$ cat src/rbr_regs.svh
// Register offsets, field positions and reset values of the request builder
`ifndef RBR_REGS_SVH
`define RBR_REGS_SVH

// ==========================================================================
// Register offsets (byte addresses)
`define RBR_OFF_CMD 12'h100
`define RBR_OFF_FIFO 12'h104
`define RBR_OFF_ADDR 12'h108
`define RBR_OFF_STAT 12'h110

// ==========================================================================
// Reset values and field positions
`define RBR_ADDR_RST 20'h0_0000
`define RBR_STAT_BUSY 0
`define RBR_STAT_OVF 1
`define RBR_STAT_LVL_LSB 4
`define RBR_FIFO_DEPTH 16
`define RBR_LEN_BIAS 5'h01

`endif

$ cat src/rbr_pkg.sv
// Types shared by the request builder modules
package rbr_pkg;

  // ========================================================================
  // Command word
  typedef enum logic [3:0] {
    RBR_I2C_WR = 4'h0,
    RBR_I2C_RD = 4'h1,
    RBR_I2C_WST = 4'h2,
    RBR_I2C_WR_HOLD = 4'h4,
    RBR_I2C_RD_HOLD = 4'h5,
    RBR_I2C_WST_HOLD = 4'h6
  } rbr_code_t;

  typedef struct packed {
    logic [18:0] rsvdHi;
    logic addrOnly;
    logic rsvdCode;
    logic holdBusOpenFlag;
    logic [1:0] opcode;
    logic [3:0] rsvdLo;
    logic [3:0] len;
  } rbr_cmd_word_t;

  typedef struct packed {
    logic sendLen;
    logic sendData;
    logic [4:0] dataBytes;
  } rbr_plan_t;

  // ========================================================================
  // Register port and link symbols
  typedef struct packed {
    logic wr;
    logic rd;
    logic [11:0] addr;
    logic [31:0] wdata;
  } rbr_bus_req_t;

  typedef enum logic [1:0] {
    RBR_SYM_START = 2'h0,
    RBR_SYM_BYTE = 2'h1,
    RBR_SYM_STOP = 2'h2
  } rbr_kind_t;

  typedef struct packed {
    logic valid;
    rbr_kind_t kind;
    logic [7:0] data;
  } rbr_sym_t;

  // Gray along start, cmd, address, length, data, stop
  typedef enum logic [2:0] {
    RBR_ST_IDLE = 3'b000,
    RBR_ST_START = 3'b001,
    RBR_ST_CMD = 3'b011,
    RBR_ST_ADDRH = 3'b010,
    RBR_ST_ADDRL = 3'b110,
    RBR_ST_LEN = 3'b111,
    RBR_ST_DATA = 3'b101,
    RBR_ST_STOP = 3'b100
  } rbr_state_t;

endpackage : rbr_pkg

$ cat src/rbr_request_builder.sv
// I2C-over-AUX request framer with its register port
// ==========================================================================
// Notes on behaviour
// Software sets target address before any request
// Software loads payload bytes before write command
// Command write launches; bits 3:0 give length
// Write frame: start, cmd, address, length, data, stop
// Read frame ends with stop, no data
// Read launched by command write, FIFO untouched
// Sink sends start, address, direction, data
// Sink continues same-device writes without start
// Write without hold flag ends with stop
// Read stop depends on hold flag
// Bit 12 sends command and address only
// Command nibble bits 11:8 encodes six kinds
// Software waits for reply before next request
// Payload bytes leave in load order
`timescale 1ns/1ps
`include "rbr_regs.svh"

module rbr_request_builder #(
  parameter int FIFO_DEPTH = `RBR_FIFO_DEPTH
) (
  input wire logic clk,
  input wire logic rstn,
  input rbr_pkg::rbr_bus_req_t busReq,
  output logic [31:0] busRdata,
  output rbr_pkg::rbr_sym_t linkSym,
  input wire logic linkReady,
  output logic busy
);
  import rbr_pkg::*;

  localparam int LW = $clog2(FIFO_DEPTH) + 1;

  // ==========================================================================
  // Register port
  rbr_state_t state_q, state_d;
  rbr_cmd_word_t cmd_q, cmd_d;
  rbr_sym_t sym_q, sym_d;
  rbr_plan_t plan;
  logic [19:0] addr_q, addr_d;
  logic [31:0] rdata_q, rdata_d;
  logic overflow_q, overflow_d;
  logic [4:0] remain_q, remain_d;
  logic wrCmd, wrFifo, wrAddr, wrStat;
  logic launch, fire, pop;
  logic [7:0] popData;
  logic [LW-1:0] level;
  logic full, empty;

  always_comb begin
    wrCmd = busReq.wr && (busReq.addr == `RBR_OFF_CMD);
    wrFifo = busReq.wr && (busReq.addr == `RBR_OFF_FIFO);
    wrAddr = busReq.wr && (busReq.addr == `RBR_OFF_ADDR);
    wrStat = busReq.wr && (busReq.addr == `RBR_OFF_STAT);
    // Commands during a frame are dropped; software must wait for reply
    launch = wrCmd && (state_q == RBR_ST_IDLE);
    addr_d = wrAddr ? busReq.wdata[19:0] : addr_q;
    // Set wins over the software clear
    overflow_d = overflow_q;
    if (wrStat && busReq.wdata[`RBR_STAT_OVF]) begin
      overflow_d = 1'b0;
    end
    if (wrFifo && full) begin
      overflow_d = 1'b1;
    end
    rdata_d = '0;
    if (busReq.rd) begin
      case (busReq.addr)
        `RBR_OFF_ADDR: rdata_d[19:0] = addr_q;
        `RBR_OFF_STAT: begin
          rdata_d[`RBR_STAT_BUSY] = busy;
          rdata_d[`RBR_STAT_OVF] = overflow_q;
          rdata_d[`RBR_STAT_LVL_LSB +: LW] = level;
        end
        default: rdata_d = '0;
      endcase
    end
  end

  always_ff @(posedge clk or negedge rstn) begin
    if (!rstn) begin
      addr_q <= `RBR_ADDR_RST;
      overflow_q <= 1'b0;
      rdata_q <= '0;
    end else begin
      addr_q <= addr_d;
      overflow_q <= overflow_d;
      rdata_q <= rdata_d;
    end
  end

  assign busRdata = rdata_q;

  // ==========================================================================
  // Payload store and command decode
  rbr_payload_fifo #(
    .WIDTH(8),
    .DEPTH(FIFO_DEPTH)
  ) uFifo (
    .clk(clk),
    .rstn(rstn),
    .push(wrFifo),
    .pushData(busReq.wdata[7:0]),
    .pop(pop),
    .popData(popData),
    .level(level),
    .full(full),
    .empty(empty)
  );

  rbr_cmd_decode uDecode (
    .cmdWord(cmd_q),
    .plan(plan)
  );

  // ==========================================================================
  // Frame sequencer
  // One symbol is presented at a time; it advances when the link takes it
  always_comb begin
    fire = sym_q.valid && linkReady;
    state_d = state_q;
    cmd_d = cmd_q;
    sym_d = sym_q;
    remain_d = remain_q;
    pop = 1'b0;
    case (state_q)
      RBR_ST_IDLE: begin
        if (launch) begin
          cmd_d = rbr_cmd_word_t'(busReq.wdata);
          sym_d = '{valid: 1'b1, kind: RBR_SYM_START, data: 8'h00};
          state_d = RBR_ST_START;
        end
      end
      RBR_ST_START: begin
        if (fire) begin
          sym_d.kind = RBR_SYM_BYTE;
          sym_d.data = {cmd_q.rsvdCode, cmd_q.holdBusOpenFlag,
                        cmd_q.opcode, addr_q[19:16]};
          state_d = RBR_ST_CMD;
        end
      end
      RBR_ST_CMD: begin
        if (fire) begin
          sym_d.data = addr_q[15:8];
          state_d = RBR_ST_ADDRH;
        end
      end
      RBR_ST_ADDRH: begin
        if (fire) begin
          sym_d.data = addr_q[7:0];
          state_d = RBR_ST_ADDRL;
        end
      end
      RBR_ST_ADDRL: begin
        if (fire) begin
          if (plan.sendLen) begin
            sym_d.data = {4'h0, cmd_q.len};
            state_d = RBR_ST_LEN;
          end else begin
            sym_d = '{valid: 1'b1, kind: RBR_SYM_STOP, data: 8'h00};
            state_d = RBR_ST_STOP;
          end
        end
      end
      RBR_ST_LEN: begin
        if (fire) begin
          if (plan.sendData) begin
            // An empty FIFO sends zero bytes rather than stalling
            sym_d.data = empty ? 8'h00 : popData;
            pop = !empty;
            remain_d = plan.dataBytes - 5'h01;
            state_d = RBR_ST_DATA;
          end else begin
            sym_d = '{valid: 1'b1, kind: RBR_SYM_STOP, data: 8'h00};
            state_d = RBR_ST_STOP;
          end
        end
      end
      RBR_ST_DATA: begin
        if (fire) begin
          if (remain_q == 5'h00) begin
            sym_d = '{valid: 1'b1, kind: RBR_SYM_STOP, data: 8'h00};
            state_d = RBR_ST_STOP;
          end else begin
            sym_d.data = empty ? 8'h00 : popData;
            pop = !empty;
            remain_d = remain_q - 5'h01;
          end
        end
      end
      RBR_ST_STOP: begin
        if (fire) begin
          sym_d = '{valid: 1'b0, kind: RBR_SYM_START, data: 8'h00};
          state_d = RBR_ST_IDLE;
        end
      end
      default: begin
        sym_d = '0;
        state_d = RBR_ST_IDLE;
      end
    endcase
  end

  always_ff @(posedge clk or negedge rstn) begin
    if (!rstn) begin
      state_q <= RBR_ST_IDLE;
      cmd_q <= '0;
      sym_q <= '0;
      remain_q <= '0;
    end else begin
      state_q <= state_d;
      cmd_q <= cmd_d;
      sym_q <= sym_d;
      remain_q <= remain_d;
    end
  end

  assign linkSym = sym_q;
  assign busy = (state_q != RBR_ST_IDLE);

  // ==========================================================================
  // Checks
  // Counts data bytes taken, so a short or long burst is caught
  logic [4:0] dataSeen_q;

  always_ff @(posedge clk or negedge rstn) begin
    if (!rstn) begin
      dataSeen_q <= '0;
    end else if (state_q == RBR_ST_IDLE) begin
      dataSeen_q <= '0;
    end else if (fire && state_q == RBR_ST_DATA) begin
      dataSeen_q <= dataSeen_q + 5'h01;
    end
  end
endmodule : rbr_request_builder

$ cat src/rbr_payload_fifo.sv
// Payload byte FIFO feeding the data phase of a write request
`timescale 1ns/1ps
`include "rbr_regs.svh"

module rbr_payload_fifo #(
  parameter int WIDTH = 8,
  parameter int DEPTH = `RBR_FIFO_DEPTH
) (
  input wire logic clk,
  input wire logic rstn,
  input wire logic push,
  input wire logic [WIDTH-1:0] pushData,
  input wire logic pop,
  output logic [WIDTH-1:0] popData,
  output logic [$clog2(DEPTH):0] level,
  output logic full,
  output logic empty
);
  import rbr_pkg::*;

  localparam int AW = $clog2(DEPTH);

  logic [WIDTH-1:0] mem [DEPTH];
  logic [AW-1:0] wrPtr_q, wrPtr_d, rdPtr_q, rdPtr_d;
  logic [AW:0] level_q, level_d;
  logic doPush, doPop;

  // ========================================================================
  // Pointers
  always_comb begin
    doPush = push && !full;
    doPop = pop && !empty;
    wrPtr_d = doPush ? wrPtr_q + 1'b1 : wrPtr_q;
    rdPtr_d = doPop ? rdPtr_q + 1'b1 : rdPtr_q;
    level_d = level_q;
    if (doPush && !doPop) begin
      level_d = level_q + 1'b1;
    end else if (doPop && !doPush) begin
      level_d = level_q - 1'b1;
    end
  end

  always_ff @(posedge clk or negedge rstn) begin
    if (!rstn) begin
      wrPtr_q <= '0;
      rdPtr_q <= '0;
      level_q <= '0;
    end else begin
      wrPtr_q <= wrPtr_d;
      rdPtr_q <= rdPtr_d;
      level_q <= level_d;
    end
  end

  // No reset on storage: contents are only read behind a valid level
  always_ff @(posedge clk) begin
    if (doPush) begin
      mem[wrPtr_q] <= pushData;
    end
  end

  assign popData = mem[rdPtr_q];
  assign level = level_q;
  assign full = (level_q == DEPTH[AW:0]);
  assign empty = (level_q == '0);
endmodule : rbr_payload_fifo

$ cat src/rbr_cmd_decode.sv
// Decodes a command word into the shape of the request frame
`timescale 1ns/1ps

module rbr_cmd_decode (
  input rbr_pkg::rbr_cmd_word_t cmdWord,
  output rbr_pkg::rbr_plan_t plan
);
  import rbr_pkg::*;

  logic isWrite;
  logic isRead;

  always_comb begin
    isWrite = (rbr_code_t'({2'b00, cmdWord.opcode}) == RBR_I2C_WR);
    isRead = (rbr_code_t'({2'b00, cmdWord.opcode}) == RBR_I2C_RD);
    // Address-only and status requests carry no length byte
    plan.sendLen = (isWrite || isRead) && !cmdWord.addrOnly;
    // Reads never carry payload in the request
    plan.sendData = isWrite && !cmdWord.addrOnly;
    plan.dataBytes = {1'b0, cmdWord.len} + `RBR_LEN_BIAS;
  end

endmodule : rbr_cmd_decode

$ cat config.mk
export PLATFORM = sky130hd
export DESIGN_NAME = rbr_request_builder
export DESIGN_NICKNAME = d
export VERILOG_FILES = /design/src/rbr_pkg.sv /design/src/rbr_request_builder.sv /design/src/rbr_payload_fifo.sv /design/src/rbr_cmd_decode.sv
export VERILOG_INCLUDE_DIRS = /design/src
export SDC_FILE = /design/constraint.sdc
export NUM_CORES = 1
export LEC_CHECK = 0
export CORE_MARGIN = 5
export CORE_UTILIZATION = 38
export DETAILED_ROUTE_END_ITERATION = 8
export DONT_BUFFER_PORTS = 1
export GPL_TIMING_DRIVEN = 0
export PLACE_DENSITY_LB_ADDON = 0.05
export SYNTH_ARGS = -nofsm -noshare
export SYNTH_HDL_FRONTEND = slang
export SYNTH_SLANG_ARGS = --single-unit
$ cat constraint.sdc
create_clock -name clk -period 3.8 [get_ports clk]
set_input_delay 0.38 -clock clk [delete_from_list [all_inputs] [get_ports clk]]
set_output_delay 0.38 -clock clk [all_outputs]
set_load 0.02 [all_outputs]
==> metrics.txt <==
# TYPE chip_impl_metric gauge
chip_impl_metric{name="numPortBuffers",unit=""} 0
chip_impl_info{name="run_status",value="finished, final reports clean"} 1
chip_impl_info{name="crit_path_max_delay_family",value="adder cells"} 1
chip_impl_metric{name="layout.cells.non_filler",unit=""} 954
chip_impl_metric{name="worst_path_largest_cell_delay",unit="ns"} 0.49
chip_impl_info{name="setup_repair_after_global_routing_missed_its_margin",value="false"} 1
chip_impl_metric{name="cellInternalPower",unit="mW"} 3.99
chip_impl_metric{name="globalRouteOverflowTotal",unit=""} 0
chip_impl_metric{name="arrival_time_of_data_at_the_critical_path_endpoint",unit="ns"} 3.81
chip_impl_metric{name="groute.usage.overall",unit=""} 0.164
chip_impl_metric{name="firstDrtPassIters",unit=""} 4
chip_impl_metric{name="post_route_met1_wirelength",unit="mm"} 9.42
chip_impl_info{name="critical_path.slowest_cell",value="sky130_fd_sc_hd__or4b_4"} 1
chip_impl_metric{name="lkg_pwr",unit="nW"} 3.98
chip_impl_metric{name="io_pins",unit=""} 93
chip_impl_metric{name="initial_antenna_violation_count",unit=""} 0
chip_impl_metric{name="critical_path.max_fanout",unit=""} 10
chip_impl_metric{name="die_area",unit="um2"} 27000
chip_impl_metric{name="setup_bufs_post_cts",unit=""} 0
chip_impl_metric{name="via_count",unit=""} 4946
chip_impl_info{name="dr.max_layer_used",value="met4"} 1
chip_impl_metric{name="synth_area_per_cell",unit="um2"} 16.3
chip_impl_metric{name="post_drt_wl_per_cell",unit="um"} 22.7
chip_impl_metric{name="wl_met2",unit="mm"} 10.8
chip_impl_metric{name="grt_first_pass_wirelength",unit="mm"} 32.7
chip_impl_metric{name="drv_slew",unit=""} 0
chip_impl_metric{name="final-hold-violation-count",unit=""} 0
chip_impl_info{name="ctsRootBufferMaster",value="sky130_fd_sc_hd__clkbuf_16"} 1
chip_impl_metric{name="gp_routability_congestion",unit=""} 0.789
chip_impl_info{name="hold_removal_path_class",value="in -> reg"} 1
chip_impl_metric{name="synth_area",unit="um2"} 9040
chip_impl_metric{name="chipWidth",unit="um"} 164
chip_impl_metric{name="dpl.cell_count",unit=""} 885
chip_impl_metric{name="yosys_warnings",unit=""} 0
chip_impl_metric{name="synth_cell_types",unit=""} 60
chip_impl_metric{name="clock-sinks",unit=""} 210
chip_impl_metric{name="power.share.combinational",unit=""} 0.021
chip_impl_metric{name="floorplan.initialDensity",unit=""} 0.385
chip_impl_metric{name="power.switching",unit="uW"} 985
chip_impl_metric{name="route.met3.wl",unit="mm"} 1.14
chip_impl_metric{name="yosys_register_bits",unit=""} 210
chip_impl_info{name="yosys.area.top_type",value="sky130_fd_sc_hd__edfxtp_1"} 1
chip_impl_metric{name="power.share.clock",unit=""} 0.490
chip_impl_metric{name="nets",unit=""} 678
chip_impl_metric{name="fraction_of_the_cycle_the_final_worst_path_needs",unit=""} 0.889
chip_impl_info{name="path_class",value="reg -> reg"} 1
chip_impl_info{name="synthFlopType",value="sky130_fd_sc_hd__edfxtp_1"} 1
chip_impl_metric{name="yosysTopAreaCellShare",unit=""} 0.425
chip_impl_metric{name="htree_levels",unit=""} 1
chip_impl_metric{name="share_of_total_power_consumed_by_net_switching",unit=""} 0.198
chip_impl_metric{name="core-area",unit="um2"} 23500
chip_impl_metric{name="pwr_cell_area",unit="nW/um2"} 469
chip_impl_metric{name="antenna_cells_inserted",unit=""} 0
chip_impl_metric{name="netlist_instances",unit=""} 555
chip_impl_metric{name="fmaxAchievable",unit="GHz"} 0.296
chip_impl_info{name="cell_chain_of_the_critical_path",value="inv_1 > ha_1 > or4b_4 > mux2i_1 > nor2_1 > buf_6 > inv_1 > ha_1 > inv_1 > fa_1 > a21o_1 > a21oi_1 > mux2i_1 > xnor2_1"} 1
chip_impl_info{name="post_synth_most_frequent_cells",value="sky130_fd_sc_hd__edfxtp_1, sky130_fd_sc_hd__dfrtp_1, sky130_fd_sc_hd__mux4_2"} 1
chip_impl_metric{name="postSynth.asyncResetShare",unit=""} 0.390
chip_impl_metric{name="cts-buffers-inserted",unit=""} 24
chip_impl_metric{name="setup-tns-final",unit="ns"} 0
chip_impl_metric{name="tightestPinTransition",unit="ns"} 0.772
chip_impl_metric{name="clock_tree.buffer_depth",unit=""} 3
chip_impl_metric{name="die_h",unit="um"} 164
chip_impl_metric{name="period_needed",unit="ns"} 3.38
chip_impl_metric{name="clk_latency",unit="ns"} 0.52
chip_impl_metric{name="layout-area-overhead-vs-synth",unit="%"} 17.2
chip_impl_metric{name="seq_area_frac_synth",unit=""} 0.652
chip_impl_info{name="critical_path.startpoint_type",value="register"} 1
chip_impl_metric{name="route.detailed.drc",unit=""} 0
chip_impl_info{name="crit_path_end_kind",value="register"} 1
chip_impl_metric{name="timing.critical_path.buf_inv",unit=""} 4
chip_impl_metric{name="max-cap-violations",unit=""} 0
chip_impl_info{name="synth_top_cells_by_area",value="sky130_fd_sc_hd__edfxtp_1, sky130_fd_sc_hd__dfrtp_1, sky130_fd_sc_hd__mux4_2, sky130_fd_sc_hd__mux2_2, sky130_fd_sc_hd__mux2i_1"} 1
chip_impl_metric{name="synth_edf_count",unit=""} 128
chip_impl_metric{name="reg2reg_slack",unit="ns"} 0.42
chip_impl_metric{name="routed_via_density",unit=""} 5.18
chip_impl_info{name="cts_tree",value="built"} 1
chip_impl_metric{name="number_of_global_route_vias_before_repair",unit=""} 5081
chip_impl_metric{name="worst_setup_hold_path_clk_slew",unit="ns"} 0.06
chip_impl_metric{name="finClkSkew",unit="ns"} 0.0160
chip_impl_metric{name="drive_above_1_share",unit=""} 0.227
chip_impl_metric{name="slew-limit-headroom",unit=""} 0.483
chip_impl_metric{name="vdd_ir_drop_max",unit="V"} 0.000289
chip_impl_metric{name="detailedPlacementHpwl",unit="mm"} 14.4
chip_impl_metric{name="setup_violations",unit=""} 0
chip_impl_info{name="yosys.cell_count.top_type",value="sky130_fd_sc_hd__edfxtp_1"} 1
chip_impl_metric{name="drt.antenna.violating_nets",unit=""} 0
chip_impl_metric{name="rows",unit=""} 56
chip_impl_metric{name="grt_max_degree",unit=""} 83
chip_impl_metric{name="number_of_drc_markers_after_the_initial_detailed_route_iteration",unit=""} 332
chip_impl_metric{name="totalWireLength",unit="mm"} 21.6
chip_impl_metric{name="cp_data_required_time",unit="ns"} 4.23
chip_impl_info{name="timing.critical_path.mode_cell",value="sky130_fd_sc_hd__inv_1"} 1
chip_impl_metric{name="power.sequential.fraction",unit=""} 0.489
[cells in the final DEF, fill, tap and decap left out, types with 7 or more instances in the layout]
| cell type | netlist | final |
|---|---|---|
| sky130_fd_sc_hd__edfxtp_1 | 128 | 128 |
| sky130_fd_sc_hd__dfrtp_1 | 82 | 82 |
| sky130_fd_sc_hd__mux4_2 | 32 | 32 |
| sky130_fd_sc_hd__mux2_2 | 30 | 30 |
| sky130_fd_sc_hd__mux2i_1 | 29 | 29 |
| sky130_fd_sc_hd__and2_1 | 25 | 25 |
| sky130_fd_sc_hd__clkbuf_16 | 0 | 25 |
| sky130_fd_sc_hd__dlygate4sd3_1 | 0 | 24 |
| sky130_fd_sc_hd__clkbuf_1 | 11 | 18 |
| sky130_fd_sc_hd__nor2_1 | 16 | 16 |
| sky130_fd_sc_hd__a21oi_1 | 15 | 15 |
| sky130_fd_sc_hd__buf_4 | 14 | 14 |
| sky130_fd_sc_hd__o21ai_0 | 12 | 12 |
| sky130_fd_sc_hd__conb_1 | 1 | 12 |
| sky130_fd_sc_hd__nand2_1 | 11 | 11 |
| sky130_fd_sc_hd__ha_1 | 11 | 11 |
| sky130_fd_sc_hd__buf_2 | 9 | 9 |
| sky130_fd_sc_hd__inv_1 | 9 | 9 |
| sky130_fd_sc_hd__mux2_4 | 8 | 8 |
| sky130_fd_sc_hd__a221o_1 | 8 | 8 |
| sky130_fd_sc_hd__a22o_1 | 7 | 7 |
[power groups by stage]
| stage | clock network [mW] | logic, mW | registers [mW] |
|---|---|---|---|
| floorplan | 0 | 0.0338 | 2.48 |
| global placement | 0 | 0.0361 | 2.48 |
| detailed placement | 0 | 0.0364 | 2.48 |
| CTS | 2.51 | 0.107 | 2.43 |
| global route | 2.60 | 0.116 | 2.43 |
| finish | 2.44 | 0.104 | 2.43 |
[final cells by class]
class,count,area [um2]
plain buffers,40,251
clock buffers,34,679
clock inverters,10,169
fillers,2055,12900
inverters,9,33.8
multi-input cells,307,2910
flip-flops and latches,210,5900
well taps,319,399
repair buffers,25,268
[metal layers]
metal / global-route usage / vias to the layer above
li1: - / 2258
met1: 0.229 / 2565
met2: 0.273 / 102
met3: 0.0286 / 21
met4: 0.0324 / 0
met5: 0 / -
[through the flow]
step / cell area (um2) / hold slack, ns / power, mW / util / setup slack, ns
final: 10600 / 0.0220 / 4.98 / 0.452 / 0.422
after global routing: 10600 / 0.00166 / 5.14 / 0.452 / 0.187
after CTS: 10600 / 0.000896 / 5.04 / 0.452 / 0.400
after detailed placement: 9490 / 0.0882 / 2.51 / 0.404 / 0.438
after global placement: 9490 / 0.0881 / 2.51 / 0.404 / 0.442
after floorplan: 9090 / 0.0844 / 2.51 / - / 0.896
[logic make-up (layout without fill, tap and decap cells)]
family	after synthesis	after routing	synth area share
flops	210	210	0.652
simple gates	107	107	0.0729
mux	99	99	0.162
compound gates	67	67	0.0538
buf+inv	49	118	0.0315
fa+ha+maj	12	12	0.0174
xor+xnor	10	10	0.00968
other cells	1	12	0.000415
[path summary, 6_finish.rpt]
kind / start / to / cells past startpoint
setup / recovery: remain_q[0]$_DFFE_PN0P_ / uFifo.level[4]$_DFFE_PN0P_ / 14
hold / removal: busReq[13] / addr_q[13]$_DFFE_PN0P_ / 1
hold reg to reg: overflow_q$_DFFE_PN0P_ / busRdata[1]$_DFF_PN0_ / 1
max in group asynchronous: rstn / remain_q[3]$_DFFE_PN0P_ / 2
min in group asynchronous: rstn / busRdata[7]$_DFF_PN0_ / 2
setup reg to reg: remain_q[0]$_DFFE_PN0P_ / uFifo.level[4]$_DFFE_PN0P_ / 14
[worst register-to-register path: stages, from the launching register on]
cell and delay (ns):
sky130_fd_sc_hd__dfrtp_1 0.40, sky130_fd_sc_hd__inv_1 0.09, sky130_fd_sc_hd__ha_1 0.13, sky130_fd_sc_hd__or4b_4 0.49
sky130_fd_sc_hd__mux2i_1 0.34, sky130_fd_sc_hd__nor2_1 0.14, sky130_fd_sc_hd__buf_6 0.17, sky130_fd_sc_hd__inv_1 0.08
sky130_fd_sc_hd__ha_1 0.18, sky130_fd_sc_hd__inv_1 0.12, sky130_fd_sc_hd__fa_1 0.41, sky130_fd_sc_hd__a21o_1 0.18
sky130_fd_sc_hd__a21oi_1 0.18, sky130_fd_sc_hd__mux2i_1 0.25, sky130_fd_sc_hd__xnor2_1 0.13
[registers in the layout, summed over array words and instances, names as in the netlist]
register,count
uFifo.level,5
uFifo.rdPtr_q,4
overflow_q,1
uFifo.mem,128
linkSym,11
remain_q,5
uFifo.wrPtr_q,4
cmd_q,9
state_q,3
addr_q,20
busRdata,20
[repair_timing]
item / CTS / global route
hold endpoints to repair: 229 / 0
hold buffers: 25 / 0
gates resized for setup: 0 / 0
endpoints found under the setup margin: 0 / 0
No activity file was read; power rests on OpenSTA's default activity.
